==> src/dac_link_pkg.sv <==
/*
  Constants, types and register map of the octal converter serial front end.
  Assumes a single pclk domain for the register side; link pins are
  sampled asynchronous inputs.
*/
package dac_link_pkg;

  // ---------------------------------------------------------------
  // Sizes
  // ---------------------------------------------------------------
  localparam int unsigned NUM_CH     = 8;
  localparam int unsigned CODE_W     = 10;
  localparam int unsigned FRAME_BITS = 16;
  localparam int unsigned CNT_W      = 5;
  localparam int unsigned ADDR_W     = 8;
  localparam int unsigned SYNC_W     = 3;

  // ---------------------------------------------------------------
  // Frame layout and counts
  // ---------------------------------------------------------------
  localparam logic [CNT_W-1:0] CNT_FULL = 5'h10;   // 16th falling edge
  localparam logic [CNT_W-1:0] CNT_TOP  = 5'h1F;   // wraps back to full
  localparam int unsigned      CMD_MSB  = 15;
  localparam int unsigned      CMD_LSB  = 12;
  localparam int unsigned      SEL_MSB  = 14;
  localparam int unsigned      SEL_LSB  = 12;
  localparam int unsigned      PAY_MSB  = 11;
  localparam int unsigned      PAY_LSB  = 2;      // low two bits unused

  // ---------------------------------------------------------------
  // Command codes in bits 15..12
  // ---------------------------------------------------------------
  localparam logic [3:0] CMD_REG_ONLY   = 4'h8;
  localparam logic [3:0] CMD_WRITE_THRU = 4'h9;
  localparam logic [3:0] CMD_UPDATE_ALL = 4'hA;
  localparam logic [3:0] CMD_CHA_UPDATE = 4'hB;
  localparam logic [3:0] CMD_BROADCAST  = 4'hC;

  // Reference group of each channel, bit set means high group
  localparam logic [NUM_CH-1:0] REF_HIGH_MAP = 8'hF0;

  // ---------------------------------------------------------------
  // Register map (byte addresses)
  // ---------------------------------------------------------------
  localparam logic [ADDR_W-1:0] OFS_CTRL   = 8'h00;
  localparam logic [ADDR_W-1:0] OFS_STATUS = 8'h04;
  localparam logic [ADDR_W-1:0] OFS_FRAME  = 8'h08;
  localparam logic [ADDR_W-1:0] OFS_DATA0  = 8'h20;
  localparam logic [ADDR_W-1:0] OFS_OUT0   = 8'h40;
  localparam int unsigned       CTRL_EN    = 0;
  localparam int unsigned       CTRL_UPD   = 1;
  localparam logic [1:0]        CTRL_RST   = 2'h1;

  // Reset values
  localparam logic [CODE_W-1:0] CODE_RST  = 10'h000;
  localparam logic [2:0]        PINS_RST  = 3'h1; // select high, clock, data low

  // ---------------------------------------------------------------
  // Types
  // ---------------------------------------------------------------
  typedef enum logic [1:0] {
    ST_IDLE  = 2'b00,
    ST_SHIFT = 2'b01
  } link_state_e;

  typedef enum logic {
    MODE_REG_ONLY = 1'b0,
    MODE_WRITE_THRU = 1'b1
  } dac_mode_e;

  // Sampled link pins travel together
  typedef struct packed {
    logic din;
    logic sclk;
    logic frame_sel_n;
  } link_pins_s;

endpackage

==> src/dac_link_frontend.sv <==
/*
  Serial write front end of an eight-channel 10-bit converter with an APB
  register window. Link pins are sampled on pclk, which must run well above
  the serial clock (at least 8 pclk per serial period).
*/
// The register offsets and the APB interface to the registers were chosen for this implementation.
`timescale 1ns/100ps
module dac_link_frontend (
  // Clock and reset
  input  wire logic                    pclk,
  input  wire logic                    presetn,
  // APB slave
  input  wire logic [7:0]              paddr,
  input  wire logic                    psel,
  input  wire logic                    penable,
  input  wire logic                    pwrite,
  input  wire logic [31:0]             pwdata,
  output logic      [31:0]             prdata,
  output logic                         pready,
  output logic                         pslverr,
  // Serial link
  input  wire logic                    frame_sel_n,
  input  wire logic                    sclk,
  input  wire logic                    din,
  output logic                         dout,
  // Converter side
  output logic      [7:0][9:0]         out_code,
  output logic      [7:0]              ref_group_high,
  output logic                         out_update
);

  // ---------------------------------------------------------------
  // Declarations
  // ---------------------------------------------------------------
  // Sampled pins, frame state and mode
  dac_link_pkg::link_pins_s  pins_raw;
  dac_link_pkg::link_pins_s  pins;
  dac_link_pkg::link_pins_s  pins_prev_q;
  dac_link_pkg::link_state_e state_q;
  dac_link_pkg::dac_mode_e   mode_q;

  // Frame, channel and bus registers
  logic [dac_link_pkg::CNT_W-1:0]      cnt_q;
  logic [dac_link_pkg::FRAME_BITS-1:0] shift_q;
  logic [dac_link_pkg::FRAME_BITS-1:0] last_frame_q;
  logic [dac_link_pkg::CODE_W-1:0]     data_q [dac_link_pkg::NUM_CH];
  logic [dac_link_pkg::CODE_W-1:0]     out_q  [dac_link_pkg::NUM_CH];
  logic [1:0]                          ctrl_q;
  logic [7:0]                          exec_cnt_q;
  logic [7:0]                          abort_cnt_q;
  logic                                dout_q;
  logic                                upd_q;
  logic [31:0]                         rdata_q;
  logic                                err_q;

  // Decoded strobes and frame fields
  logic                                sel_fall;
  logic                                sel_rise;
  logic                                clk_fall;
  logic                                shift_en;
  logic                                exec_now;
  logic                                abort_now;
  logic                                sw_update;
  logic                                apb_setup;
  logic                                apb_wr;
  logic [3:0]                          cmd;
  logic [2:0]                          chan_sel;
  logic [dac_link_pkg::CODE_W-1:0]     payload;

  // ---------------------------------------------------------------
  // Functions
  // ---------------------------------------------------------------
  // Channel index of a channel-window address
  function automatic logic [2:0] chan_of(input logic [7:0] a);
    chan_of = a[4:2];
  endfunction

  // Address falls inside an eight-word window at base
  function automatic logic in_window(input logic [7:0] a, input logic [7:0] base);
    in_window = (a[7:5] == base[7:5]) && (a[1:0] == 2'h0);
  endfunction

  // Plain channel write aimed at channel idx
  function automatic logic hits_channel(input logic [3:0] op, input logic [2:0] sel, input logic [2:0] idx);
    hits_channel = !op[3] && (sel == idx);
  endfunction

  // Special command that loads the payload straight into channel idx
  function automatic logic loads_payload(input logic [3:0] op, input logic [2:0] idx);
    loads_payload = (op == dac_link_pkg::CMD_BROADCAST)
                    || ((op == dac_link_pkg::CMD_CHA_UPDATE) && (idx == 3'h0));
  endfunction

  // ---------------------------------------------------------------
  // Pin sampling and edge detection
  // ---------------------------------------------------------------
  // All three pins share one sampler so their latencies match
  assign pins_raw.frame_sel_n = frame_sel_n;
  assign pins_raw.sclk        = sclk;
  assign pins_raw.din         = din;

  pin_sync #(
    .W   (dac_link_pkg::SYNC_W),
    .RST (dac_link_pkg::PINS_RST)
  ) u_sync (
    .clk   (pclk),
    .rst_n (presetn),
    .d     (pins_raw),
    .q     (pins)
  );

  // Previous filtered levels for edge finding
  always_ff @(posedge pclk or negedge presetn) begin
    if (!presetn) begin
      pins_prev_q <= dac_link_pkg::PINS_RST;
    end else begin
      pins_prev_q <= pins;
    end
  end

  // Edges of the filtered levels, trailing the pins by 3 to 4 pclk
  // A level must stand 2 pclk to be accepted, hence the sclk limit
  assign sel_fall  = pins_prev_q.frame_sel_n & ~pins.frame_sel_n;
  assign sel_rise  = ~pins_prev_q.frame_sel_n & pins.frame_sel_n;
  assign clk_fall  = pins_prev_q.sclk & ~pins.sclk;
  // Clock only counts while select is low inside a frame
  assign shift_en  = (state_q == dac_link_pkg::ST_SHIFT) && clk_fall && !pins.frame_sel_n;
  assign exec_now  = (state_q == dac_link_pkg::ST_SHIFT) && sel_rise
                     && (cnt_q == dac_link_pkg::CNT_FULL);
  assign abort_now = (state_q == dac_link_pkg::ST_SHIFT) && sel_rise
                     && (cnt_q != dac_link_pkg::CNT_FULL);

  // ---------------------------------------------------------------
  // Frame state
  // ---------------------------------------------------------------
  // Frame opens on select falling, closes on select rising
  // A frame that opens while the link is disabled is never seen
  always_ff @(posedge pclk or negedge presetn) begin
    if (!presetn) begin
      state_q <= dac_link_pkg::ST_IDLE;
    end else begin
      case (state_q)
        dac_link_pkg::ST_IDLE: begin
          if (sel_fall && ctrl_q[dac_link_pkg::CTRL_EN]) begin
            state_q <= dac_link_pkg::ST_SHIFT;
          end
        end
        dac_link_pkg::ST_SHIFT: begin
          if (pins.frame_sel_n) begin
            state_q <= dac_link_pkg::ST_IDLE;
          end
        end
        default: begin
          state_q <= dac_link_pkg::ST_IDLE;
        end
      endcase
    end
  end

  // Falling-edge counter; past 31 it wraps to 16 for chained frames
  // A count other than 16 at select rise aborts the frame
  always_ff @(posedge pclk or negedge presetn) begin
    if (!presetn) begin
      cnt_q <= '0;
    end else if (state_q != dac_link_pkg::ST_SHIFT || pins.frame_sel_n) begin
      cnt_q <= '0;
    end else if (shift_en) begin
      if (cnt_q == dac_link_pkg::CNT_TOP) begin
        cnt_q <= dac_link_pkg::CNT_FULL;
      end else begin
        cnt_q <= cnt_q + 5'h01;
      end
    end
  end

  // Shift register, first bit ends at the top
  always_ff @(posedge pclk or negedge presetn) begin
    if (!presetn) begin
      shift_q <= '0;
    end else if (abort_now) begin
      shift_q <= '0;
    end else if (shift_en) begin
      shift_q <= {shift_q[dac_link_pkg::FRAME_BITS-2:0], pins.din};
    end
  end

  // Forward the oldest bit once sixteen have entered
  // Low until the 17th edge and whenever select is high
  always_ff @(posedge pclk or negedge presetn) begin
    if (!presetn) begin
      dout_q <= 1'b0;
    end else if (pins.frame_sel_n) begin
      dout_q <= 1'b0;
    end else if (shift_en) begin
      if (cnt_q >= dac_link_pkg::CNT_FULL) begin
        dout_q <= shift_q[dac_link_pkg::FRAME_BITS-1];
      end else begin
        dout_q <= 1'b0;
      end
    end
  end

  assign dout = dout_q;

  // ---------------------------------------------------------------
  // Command decode
  // ---------------------------------------------------------------
  assign cmd      = shift_q[dac_link_pkg::CMD_MSB:dac_link_pkg::CMD_LSB];
  assign chan_sel = shift_q[dac_link_pkg::SEL_MSB:dac_link_pkg::SEL_LSB];
  assign payload  = shift_q[dac_link_pkg::PAY_MSB:dac_link_pkg::PAY_LSB];

  // Operating mode, register-only after reset
  // Mode frames change no channel register; channel frames use the old mode
  always_ff @(posedge pclk or negedge presetn) begin
    if (!presetn) begin
      mode_q <= dac_link_pkg::MODE_REG_ONLY;
    end else if (exec_now && cmd == dac_link_pkg::CMD_REG_ONLY) begin
      mode_q <= dac_link_pkg::MODE_REG_ONLY;
    end else if (exec_now && cmd == dac_link_pkg::CMD_WRITE_THRU) begin
      mode_q <= dac_link_pkg::MODE_WRITE_THRU;
    end
  end

  // ---------------------------------------------------------------
  // Channel registers and outputs
  // ---------------------------------------------------------------
  for (genvar c = 0; c < dac_link_pkg::NUM_CH; c++) begin : g_ch
    // Data register of one channel
    always_ff @(posedge pclk or negedge presetn) begin
      if (!presetn) begin
        data_q[c] <= dac_link_pkg::CODE_RST;
      end else if (exec_now) begin
        if (hits_channel(cmd, chan_sel, 3'(c))) begin
          data_q[c] <= payload;
        end else if (loads_payload(cmd, 3'(c))) begin
          data_q[c] <= payload;
        end
      end
    end

    // Output code of one channel
    // Write-through applies to plain channel writes only
    always_ff @(posedge pclk or negedge presetn) begin
      if (!presetn) begin
        out_q[c] <= dac_link_pkg::CODE_RST;
      end else if (exec_now) begin
        if (hits_channel(cmd, chan_sel, 3'(c))) begin
          if (mode_q == dac_link_pkg::MODE_WRITE_THRU) begin
            out_q[c] <= payload;
          end
        end else if (loads_payload(cmd, 3'(c))) begin
          out_q[c] <= payload;
        end else if (cmd == dac_link_pkg::CMD_UPDATE_ALL
                     || cmd == dac_link_pkg::CMD_CHA_UPDATE) begin
          out_q[c] <= data_q[c];
        end
      end else if (sw_update) begin
        out_q[c] <= data_q[c];
      end
    end

    assign out_code[c]       = out_q[c];
    assign ref_group_high[c] = dac_link_pkg::REF_HIGH_MAP[c];
  end

  // One-cycle pulse whenever any output code may change
  // Also pulses on mode frames, which leave the codes untouched
  always_ff @(posedge pclk or negedge presetn) begin
    if (!presetn) begin
      upd_q <= 1'b0;
    end else begin
      upd_q <= exec_now || sw_update;
    end
  end

  assign out_update = upd_q;

  // ---------------------------------------------------------------
  // Frame bookkeeping
  // ---------------------------------------------------------------
  // Last executed frame and event counters
  // Both counters wrap silently at 255
  always_ff @(posedge pclk or negedge presetn) begin
    if (!presetn) begin
      last_frame_q <= '0;
      exec_cnt_q   <= '0;
      abort_cnt_q  <= '0;
    end else begin
      if (exec_now) begin
        last_frame_q <= shift_q;
        exec_cnt_q   <= exec_cnt_q + 8'h01;
      end
      if (abort_now) begin
        abort_cnt_q <= abort_cnt_q + 8'h01;
      end
    end
  end

  // ---------------------------------------------------------------
  // APB slave
  // ---------------------------------------------------------------
  // Zero wait states: every access completes in its first cycle
  assign apb_setup = psel && !penable;
  assign apb_wr    = psel && penable && pwrite && (paddr == dac_link_pkg::OFS_CTRL);
  // Software update loses to a frame executing in the same cycle
  assign sw_update = apb_wr && pwdata[dac_link_pkg::CTRL_UPD] && !exec_now;

  // Control register; update bit self-clears
  always_ff @(posedge pclk or negedge presetn) begin
    if (!presetn) begin
      ctrl_q <= dac_link_pkg::CTRL_RST;
    end else if (apb_wr) begin
      ctrl_q <= {1'b0, pwdata[dac_link_pkg::CTRL_EN]};
    end
  end

  // Read data and error prepared in the setup cycle
  // Writes to status or frame words decode like reads, with no effect
  always_ff @(posedge pclk or negedge presetn) begin
    if (!presetn) begin
      rdata_q <= '0;
      err_q   <= 1'b0;
    end else if (apb_setup) begin
      err_q   <= 1'b0;
      rdata_q <= '0;
      if (paddr == dac_link_pkg::OFS_CTRL) begin
        rdata_q <= {30'h00000000, ctrl_q};
      end else if (paddr == dac_link_pkg::OFS_STATUS) begin
        rdata_q <= {8'h00, abort_cnt_q, exec_cnt_q, 5'h00, state_q, mode_q};
      end else if (paddr == dac_link_pkg::OFS_FRAME) begin
        rdata_q <= {16'h0000, last_frame_q};
      end else if (!pwrite && in_window(paddr, dac_link_pkg::OFS_DATA0)) begin
        rdata_q <= {22'h000000, data_q[chan_of(paddr)]};
      end else if (!pwrite && in_window(paddr, dac_link_pkg::OFS_OUT0)) begin
        rdata_q <= {22'h000000, out_q[chan_of(paddr)]};
      end else begin
        err_q <= 1'b1;
      end
    end
  end

  assign prdata  = rdata_q;
  assign pready  = 1'b1;
  assign pslverr = err_q && psel && penable;

endmodule

==> src/pin_sync.sv <==
/*
  Three-stage pin sampler with agreement filter.
  Assumes inputs asynchronous to clk; reset value is a constant parameter.
*/
`timescale 1ns/100ps
module pin_sync #(
  parameter int unsigned W   = 3,
  parameter logic [W-1:0] RST = '0
) (
  // Clock and reset
  input  wire logic         clk,
  input  wire logic         rst_n,
  // Pins in, filtered levels out
  input  wire logic [W-1:0] d,
  output logic      [W-1:0] q
);

  logic [W-1:0] s1_q;
  logic [W-1:0] s2_q;
  logic [W-1:0] s3_q;

  // ---------------------------------------------------------------
  // Per-bit sampler
  // ---------------------------------------------------------------
  for (genvar i = 0; i < W; i++) begin : g_bit
    // Level changes only once stages two and three agree
    always_ff @(posedge clk or negedge rst_n) begin
      if (!rst_n) begin
        s1_q[i] <= RST[i];
        s2_q[i] <= RST[i];
        s3_q[i] <= RST[i];
        q[i]    <= RST[i];
      end else begin
        s1_q[i] <= d[i];
        s2_q[i] <= s1_q[i];
        s3_q[i] <= s2_q[i];
        if (s2_q[i] == s3_q[i]) begin
          q[i] <= s3_q[i];
        end
      end
    end
  end

endmodule

==> config.mk <==
export PLATFORM = sky130hd
export DESIGN_NAME = dac_link_frontend
export DESIGN_NICKNAME = d
export VERILOG_FILES = /design/src/dac_link_pkg.sv /design/src/dac_link_frontend.sv /design/src/pin_sync.sv
export SDC_FILE = /design/constraint.sdc
export NUM_CORES = 1
export LEC_CHECK = 0
export BUFFER_PORTS_ARGS = -buffer_cell sky130_fd_sc_hd__buf_2
export CORE_ASPECT_RATIO = 0.5
export CORE_MARGIN = 2
export CORE_UTILIZATION = 63
export CTS_BUF_LIST = sky130_fd_sc_hd__clkbuf_8
export CTS_CLUSTER_SIZE = 25
export DETAILED_ROUTE_END_ITERATION = 8
export PLACE_DENSITY = 0.84
export REMOVE_ABC_BUFFERS = 1
export SLEW_MARGIN = 0
export SYNTH_ARGS = -nofsm -noshare
export SYNTH_HDL_FRONTEND = slang
export SYNTH_SLANG_ARGS = --single-unit
==> constraint.sdc <==
create_clock -name pclk -period 6.9 [get_ports pclk]
set_input_delay 1.035 -clock pclk [delete_from_list [all_inputs] [get_ports pclk]]
set_output_delay 1.035 -clock pclk [all_outputs]
set_load 0.02 [all_outputs]
# Yosys cells after proc, flatten, opt, wreduce, memory -nomap -nowiden
# Cells that the tools add are included.
# Widths: inputs -> output; s select.
[word_totals]
reg_bits = 266
input_bits = 48
out_inout_bits = 124
word_cells = 247
[op_classes]
addsub = 3
magnitude_cmp = 2
n_eq_ne = 42
n_mux = 80
n_bitwise = 7
n_reduce_logical = 71
[ops]
columns = ["operator", "n"]
rows = [
  ["$mux 10", 57],
  ["$bmux 10 s3", 2],
  ["$mux 16", 3],
  ["$mux 24", 2],
  ["$ne 4x1->1 const B", 8],
  ["$logic_and 1x1->1", 28],
  ["$reduce_bool 2->1", 13],
  ["$ne 3x3->1 const B", 8],
  ["$reduce_and 3->1", 8],
  ["$eq 4x4->1 const B", 5],
  ["$reduce_and 2->1", 9],
  ["$add 8x1->8 const B", 2],
  ["$mux 5", 3],
  ["$eq 3x3->1 const B", 4],
  ["$eq 5x5->1 const B", 2],
  ["$mux 1", 10],
  ["$eq 3x2->1 const B", 3],
  ["$eq 8x3->1 const B", 1],
  ["$eq 8x4->1 const B", 1],
  ["$logic_not 8->1", 1],
  ["$eq 3x1->1 const B", 2],
  ["$add 5x1->5 const B", 1],
  ["$ge 5x5->1 const B", 1],
  ["$logic_not 1->1", 5],
  ["14 further kinds", 26],
]

# Depth between registers and ports, before layout
[depth]
ltp_word = 9
ltp_mapped = 9
mapped_depth_nobuf = 7

# By module
# A second synthesis with hierarchy kept.
[unflattened]
cells_unflattened = 848
hier_area_um2 = 11674.9
[modules_own_cells]
columns = ["mod", "instances", "cells_per_inst", "area_per_inst_um2", "seq_area_each_um2"]
rows = [
  ["dac_link_frontend", 1, 833, 11335.9, 6133.4],
  ["pin_sync", 1, 15, 339.1, 305.3],
]

# Least setup slack after synthesis
# OpenSTA, ideal clock, no wires.
[synth_timing]
path_kind = "input-to-reg"
start = "input paddr[2]"
end = "register rdata_q[6], in the netlist prdata[6]"
setup_ns = 0.124
t_arrival_ns = 2.794
required_ns = 6.776
slack_ns = 3.982
path_stages = 7
n_path_buf = 3
cell_sequence = "clkbuf_1 > buf_2 > buf_2 > mux4_2 > mux2i_1 > o22ai_1 > a211o_1"
[synth_via]
elab_chain_len = 9
elab_cells_between_ends = 15
classes_between = "2 x eq/ne; 11 x mux; 1 x bitwise; 1 x reduce/logical"
[synth_lines]
columns = ["item", "line", "source"]
rows = [
  ["from (decl)", "dac_link_frontend.sv:13", "input wire logic [7:0] paddr,"],
  ["$not 3->4 (not written as such)", "dac_link_frontend.sv:333, dac_link_frontend.sv:335", ""],
  ["$bmux 10 s3", "dac_link_frontend.sv:335", "rdata_q <= {22'h000000, out_q[chan_of(paddr)]};"],
  ["$mux 10 (not written as such) (2 in series)", "dac_link_frontend.sv:335", ""],
  ["$mux 10", "dac_link_frontend.sv:334", "end else if (!pwrite && in_window(paddr, dac_link_pkg::OFS_OUT0)) begin"],
  ["$mux 10", "dac_link_frontend.sv:332", "end else if (!pwrite && in_window(paddr, dac_link_pkg::OFS_DATA0)) begin"],
  ["$mux 16", "dac_link_frontend.sv:330", "end else if (paddr == dac_link_pkg::OFS_FRAME) begin"],
  ["$mux 24", "dac_link_frontend.sv:328", "end else if (paddr == dac_link_pkg::OFS_STATUS) begin"],
  ["$mux 24 *", "dac_link_frontend.sv:326", "if (paddr == dac_link_pkg::OFS_CTRL) begin"],
  ["to (signal assigned)", "dac_link_frontend.sv:327", "rdata_q <= {30'h00000000, ctrl_q};"],
  ["to (signal assigned)", "dac_link_frontend.sv:329", "rdata_q <= {8'h00, abort_cnt_q, exec_cnt_q, 5'h00, state_q, mode_q};"],
  ["to (signal assigned)", "dac_link_frontend.sv:331", "rdata_q <= {16'h0000, last_frame_q};"],
  ["to (decl)", "dac_link_frontend.sv:53", "logic [31:0] rdata_q;"],
]
# Every way passes the cells marked *; elsewhere a longest branch is shown, timed or not. The select of a mux whose other input is x is not followed.
# A chain may end at the register's enable or synchronous reset.

# Worst setup path in the final report
[layout_timing]
start = "register cnt_q[0] (netlist name)"
end = "register out_q, in the netlist out_code[26]"
[layout_via]
elab_chain_len = 6
elab_cells_between_ends = 9
classes_between = "3 x eq/ne; 1 x mux; 5 x reduce/logical"
[layout_lines]
columns = ["item", "line", "source"]
rows = [
  ["from (decl)", "dac_link_frontend.sv:43", "logic [dac_link_pkg::CNT_W-1:0] cnt_q;"],
  ["from (signal assigned)", "dac_link_frontend.sv:169", "cnt_q <= dac_link_pkg::CNT_FULL;"],
  ["from (signal assigned)", "dac_link_frontend.sv:171", "cnt_q <= cnt_q + 5'h01;"],
  ["$eq 5x5->1 *", "dac_link_frontend.sv:129", "&& (cnt_q == dac_link_pkg::CNT_FULL);"],
  ["$logic_and 1x1->1 *", "dac_link_frontend.sv:129", ""],
  ["$logic_not 1->1", "dac_link_frontend.sv:306", "assign sw_update = apb_wr && pwdata[dac_link_pkg::CTRL_UPD] && !exec_now;"],
  ["$logic_and 1x1->1", "dac_link_frontend.sv:306", ""],
  ["$reduce_bool 2->1 (no line)", "n/a", ""],
  ["$reduce_and 3->1 (no line)", "n/a", ""],
  ["to (signal, indexed assignment)", "dac_link_frontend.sv:252", "out_q[c] <= payload;"],
  ["to (signal, indexed assignment)", "dac_link_frontend.sv:255", "out_q[c] <= data_q[c];"],
  ["to (signal, indexed assignment)", "dac_link_frontend.sv:258", "out_q[c] <= data_q[c];"],
  ["to (decl)", "dac_link_frontend.sv:47", "logic [dac_link_pkg::CODE_W-1:0] out_q [dac_link_pkg::NUM_CH];"],
]
# Every way passes the cells marked *; elsewhere a longest branch is shown, timed or not.

==> flow_summary_export.csv <==
group,metric,value,unit
worst_setup_path,critical_path_peak_fanout,23,
outcome,outcome,"finished clean",
logic_synthesis,synthFlopType,"dfrtp_1",
clock_tree,cts_max_level,2,
sta,finalClockSkew,16.6,ps
detailed_routing,wirelength,26900,um
sta,fmaxAchievable,302,MHz
worst_setup_path,cp_top_family,"simple AND/OR/NAND/NOR gates",
cells_and_area,num_antenna_cells,0,
die,die_width,196,um
worst_setup_path,slowest_delay,790,ps
worst_setup_path,worstSetupStartpointType,"flip-flop",
logic_synthesis,ys_seq_area_share,55.5,%
worst_setup_path,critPathBufInv,1,
logic_synthesis,synth-edff-count,0,
logic_synthesis,synthCells,845,
min_path,holdPathStages,0,
cells_and_area,layout-drive-gt1-share,42.1,%
die,io_pins,172,
logic_synthesis,async_reset_ff_share,100,%
worst_setup_path,cp_data_arrival_time,3730,ps
die,die_h,99.9,um
clock_tree,tritoncts,"yes",
sta,post-route-period-util,47.9,%
sta,worstMarginPinSlew,1090,ps
die,rows,35,
place,pre_cts_slack,3300,ps
clock_tree,postCtsSetupRepairBufs,0,
detailed_routing,routed_via_density,6.16,
clock_tree,clock_path_buffers,3,
detailed_routing,firstDrtPassIters,5,
sta,relSlewSlack,26.8,%
grt,antenna_found_initial,0,
grt,grt-ovfl-total,0,
detailed_routing,ant_nets,0,
sta,hold_slack,359,ps
clock_tree,numCtsBuffers,37,
logic_synthesis,synth_top_area_cell,"dfrtp_1",
grt,grt_max_degree,102,
place,place_congestion,0.878,
cells_and_area,final_nets,1016,
worst_setup_path,crit_slowest_cell,"and2_1",
worst_setup_path,crit_cells,7,
grt,grt_pass1_vias,7885,
run,cap_violations,0,
sta,finalHoldViolCount,0,
die,floorplan.initialDensity,63.6,%
detailed_routing,wl_per_cell,21.8,um
worst_setup_path,cp_common_cell,"mux2_2",
die,core-area,18200,um^2
worst_setup_path,worst_r2r_path_depth,7,
worst_setup_path,setup.worst_path.end_class,"flip-flop",
worst_setup_path,critical_path.cell_chain,"inv_1, ha_1, and4bb_2, and2_1, and3_1, mux2_2, mux2_2",
clock_tree,cts_sinks,257,
sta,finalWorstPathRequiredPeriod,3310,ps
logic_synthesis,post-synth-top-count-cell,"dfrtp_1",
die,die-area,19600,um^2
pwr,power.density,224,nW/um^2
sta,final.setup.worst_slack,3590,ps
pwr,ir_drop,154,uV
sta,rsz0062_at_grt,"false",
logic_synthesis,netlist.area_leader.share,54.2,%
pwr,p_leak,0.00683,uW
clock_tree,cts_hold_buf,0,
logic_synthesis,yosys_register_bits,257,
clock_tree,insertion_delay,530,ps
worst_setup_path,path_class,"flip-flop to flip-flop",
detailed_routing,route.detailed.drc,0,
logic_synthesis,yosys.cell_types.count,63,
clock_tree,cts-resized-gates,0,
place,port_buffers,124,
logic_synthesis,synth_commonest_cells,"251 x dfrtp_1, 155 x mux2_2, 76 x nand2_1",
clock_tree,clk_pin_slew,70,ps
grt,grt_usage,28.5,%
cells_and_area,area_growth,13.4,%
logic_synthesis,synth.cell_area,11600,um^2
place,dpl.hpwl,17800,um
logic_synthesis,avgSynthCellArea,13.7,um^2
worst_setup_path,cp.required,7320,ps
grt,grt_pass1_wl,43000,um
logic_synthesis,ys_warn_count,0,
sta,setup_violations,0,
detailed_routing,drtIter0Drc,529,
sta,maxSlewViolCount,0,
logic_synthesis,ys_top_cells_by_area,"dfrtp_1 54%, mux2_2 15%, mux4_2 7.8%",
clock_tree,clock-root-buffer,"clkbuf_8",
sta,final.setup.tns,0,ps
min_path,worstHoldPathType,"flip-flop to flip-flop",
detailed_routing,via_count,7599,
## state kept, by name (all words and copies together) (netlist names)
| register | count |
|---|---|
| abort_cnt_q | 8 |
| cnt_q | 5 |
| ctrl_q | 1 |
| data_q | 80 |
| dout | 1 |
| err_q | 1 |
| exec_cnt_q | 8 |
| last_frame_q | 16 |
| mode_q | 1 |
| out_code | 80 |
| out_update | 1 |
| pins_prev_q | 2 |
| prdata | 24 |
| shift_q | 16 |
| state_q | 1 |
| u_sync.q | 3 |
| u_sync.s1_q | 3 |
| u_sync.s2_q | 3 |
| u_sync.s3_q | 3 |
## layout make-up
class / count / area [um^2]
flip-flops and latches: 257 / 6440
clock inverters: 18 / 131
well taps: 240 / 300
multi-input cells: 528 / 4850
inverters: 5 / 18.8
repair buffers: 135 / 713
fillers: 1187 / 5070
clock buffers: 50 / 688
## final timing paths
| path | start | endpoint | slack (ps) |
|---|---|---|---|
| setup / recovery | cnt_q[0]$_DFFE_PN0P_ | out_code[26]$_DFFE_PN0P_ | 3590 |
| hold / removal | u_sync.s1_q[0]$_DFF_PN1_ | u_sync.s2_q[0]$_DFF_PN1_ | 360 |
| setup reg to reg | cnt_q[0]$_DFFE_PN0P_ | out_code[26]$_DFFE_PN0P_ | 3590 |
| hold reg to reg | u_sync.s1_q[0]$_DFF_PN1_ | u_sync.s2_q[0]$_DFF_PN1_ | 360 |
| max in group asynchronous | presetn | exec_cnt_q[2]$_DFFE_PN0P_ | 4800 |
| min in group asynchronous | presetn | out_code[13]$_DFFE_PN0P_ | 530 |
## cells in the final DEF (no fill, tap or decap), types with 8 or more instances in the layout
| cell | netlist | final |
|---|---|---|
| dfrtp_1 | 251 | 251 |
| mux2_2 | 155 | 155 |
| buf_2 | 13 | 123 |
| nand2_1 | 76 | 76 |
| clkbuf_8 | 0 | 50 |
| mux4_2 | 40 | 40 |
| nor2_1 | 22 | 22 |
| a22o_1 | 22 | 22 |
| mux2i_1 | 21 | 21 |
| conb_1 | 2 | 17 |
| inv_1 | 5 | 14 |
| o21ai_0 | 11 | 11 |
| and3_1 | 11 | 11 |
| buf_4 | 18 | 11 |
| a21oi_1 | 10 | 10 |
| nand3_1 | 10 | 10 |
| xnor2_1 | 10 | 10 |
| mux2_4 | 10 | 10 |
| a211o_1 | 9 | 9 |
| nor3_1 | 8 | 8 |
## where the power goes
group / switching (uW) / total [uW] / internal, uW
clock: 591 / 1320 / 725
sequential: 8.58 / 1530 / 1520
combinational: 74.3 / 102 / 27.3
## through the flow
| stage | cell area [um^2] | util [%] | power (uW) | cells |
|---|---|---|---|---|
| floorplan | 11300 | - | 1590 | 790 |
| global placement | 12300 | 67.7 | 1650 | 1165 |
| detailed placement | 12300 | 67.7 | 1660 | 1165 |
| CTS | 13100 | 72.2 | 2960 | 1233 |
| global route | 13100 | 72.2 | 3050 | 1233 |
| finish | 13100 | 72.2 | 2940 | 1233 |
## worst register-to-register path, stage by stage, from the launching register on
cell and delay, ps:
dfrtp_1 430, inv_1 100, ha_1 150, and4bb_2 290, and2_1 790, and3_1 740, mux2_2 440, mux2_2 270
## routing by layer
layer / up-vias / GRT usage (%) / part of all wire, %
li1: 3307 / - / -
met3: 49 / 5.28 / 6.3
met1: 3958 / 41.6 / 45
met4: 0 / 8.68 / 2.1
met5: - / 0 / 0
met2: 285 / 44.6 / 47
## logic make-up after synthesis
logic type / share of synthesized area (%)
DFF: 55.5
and+or+nand+nor: 7.53
muxes: 25.9
AOI/OAI and AO/OA: 5.83
adders and majority gates: 0.691
buffers and inverters: 3.22
other: 0.0648
xor gates and xnor gates: 1.21
No activity file was read; power rests on OpenSTA's default activity.
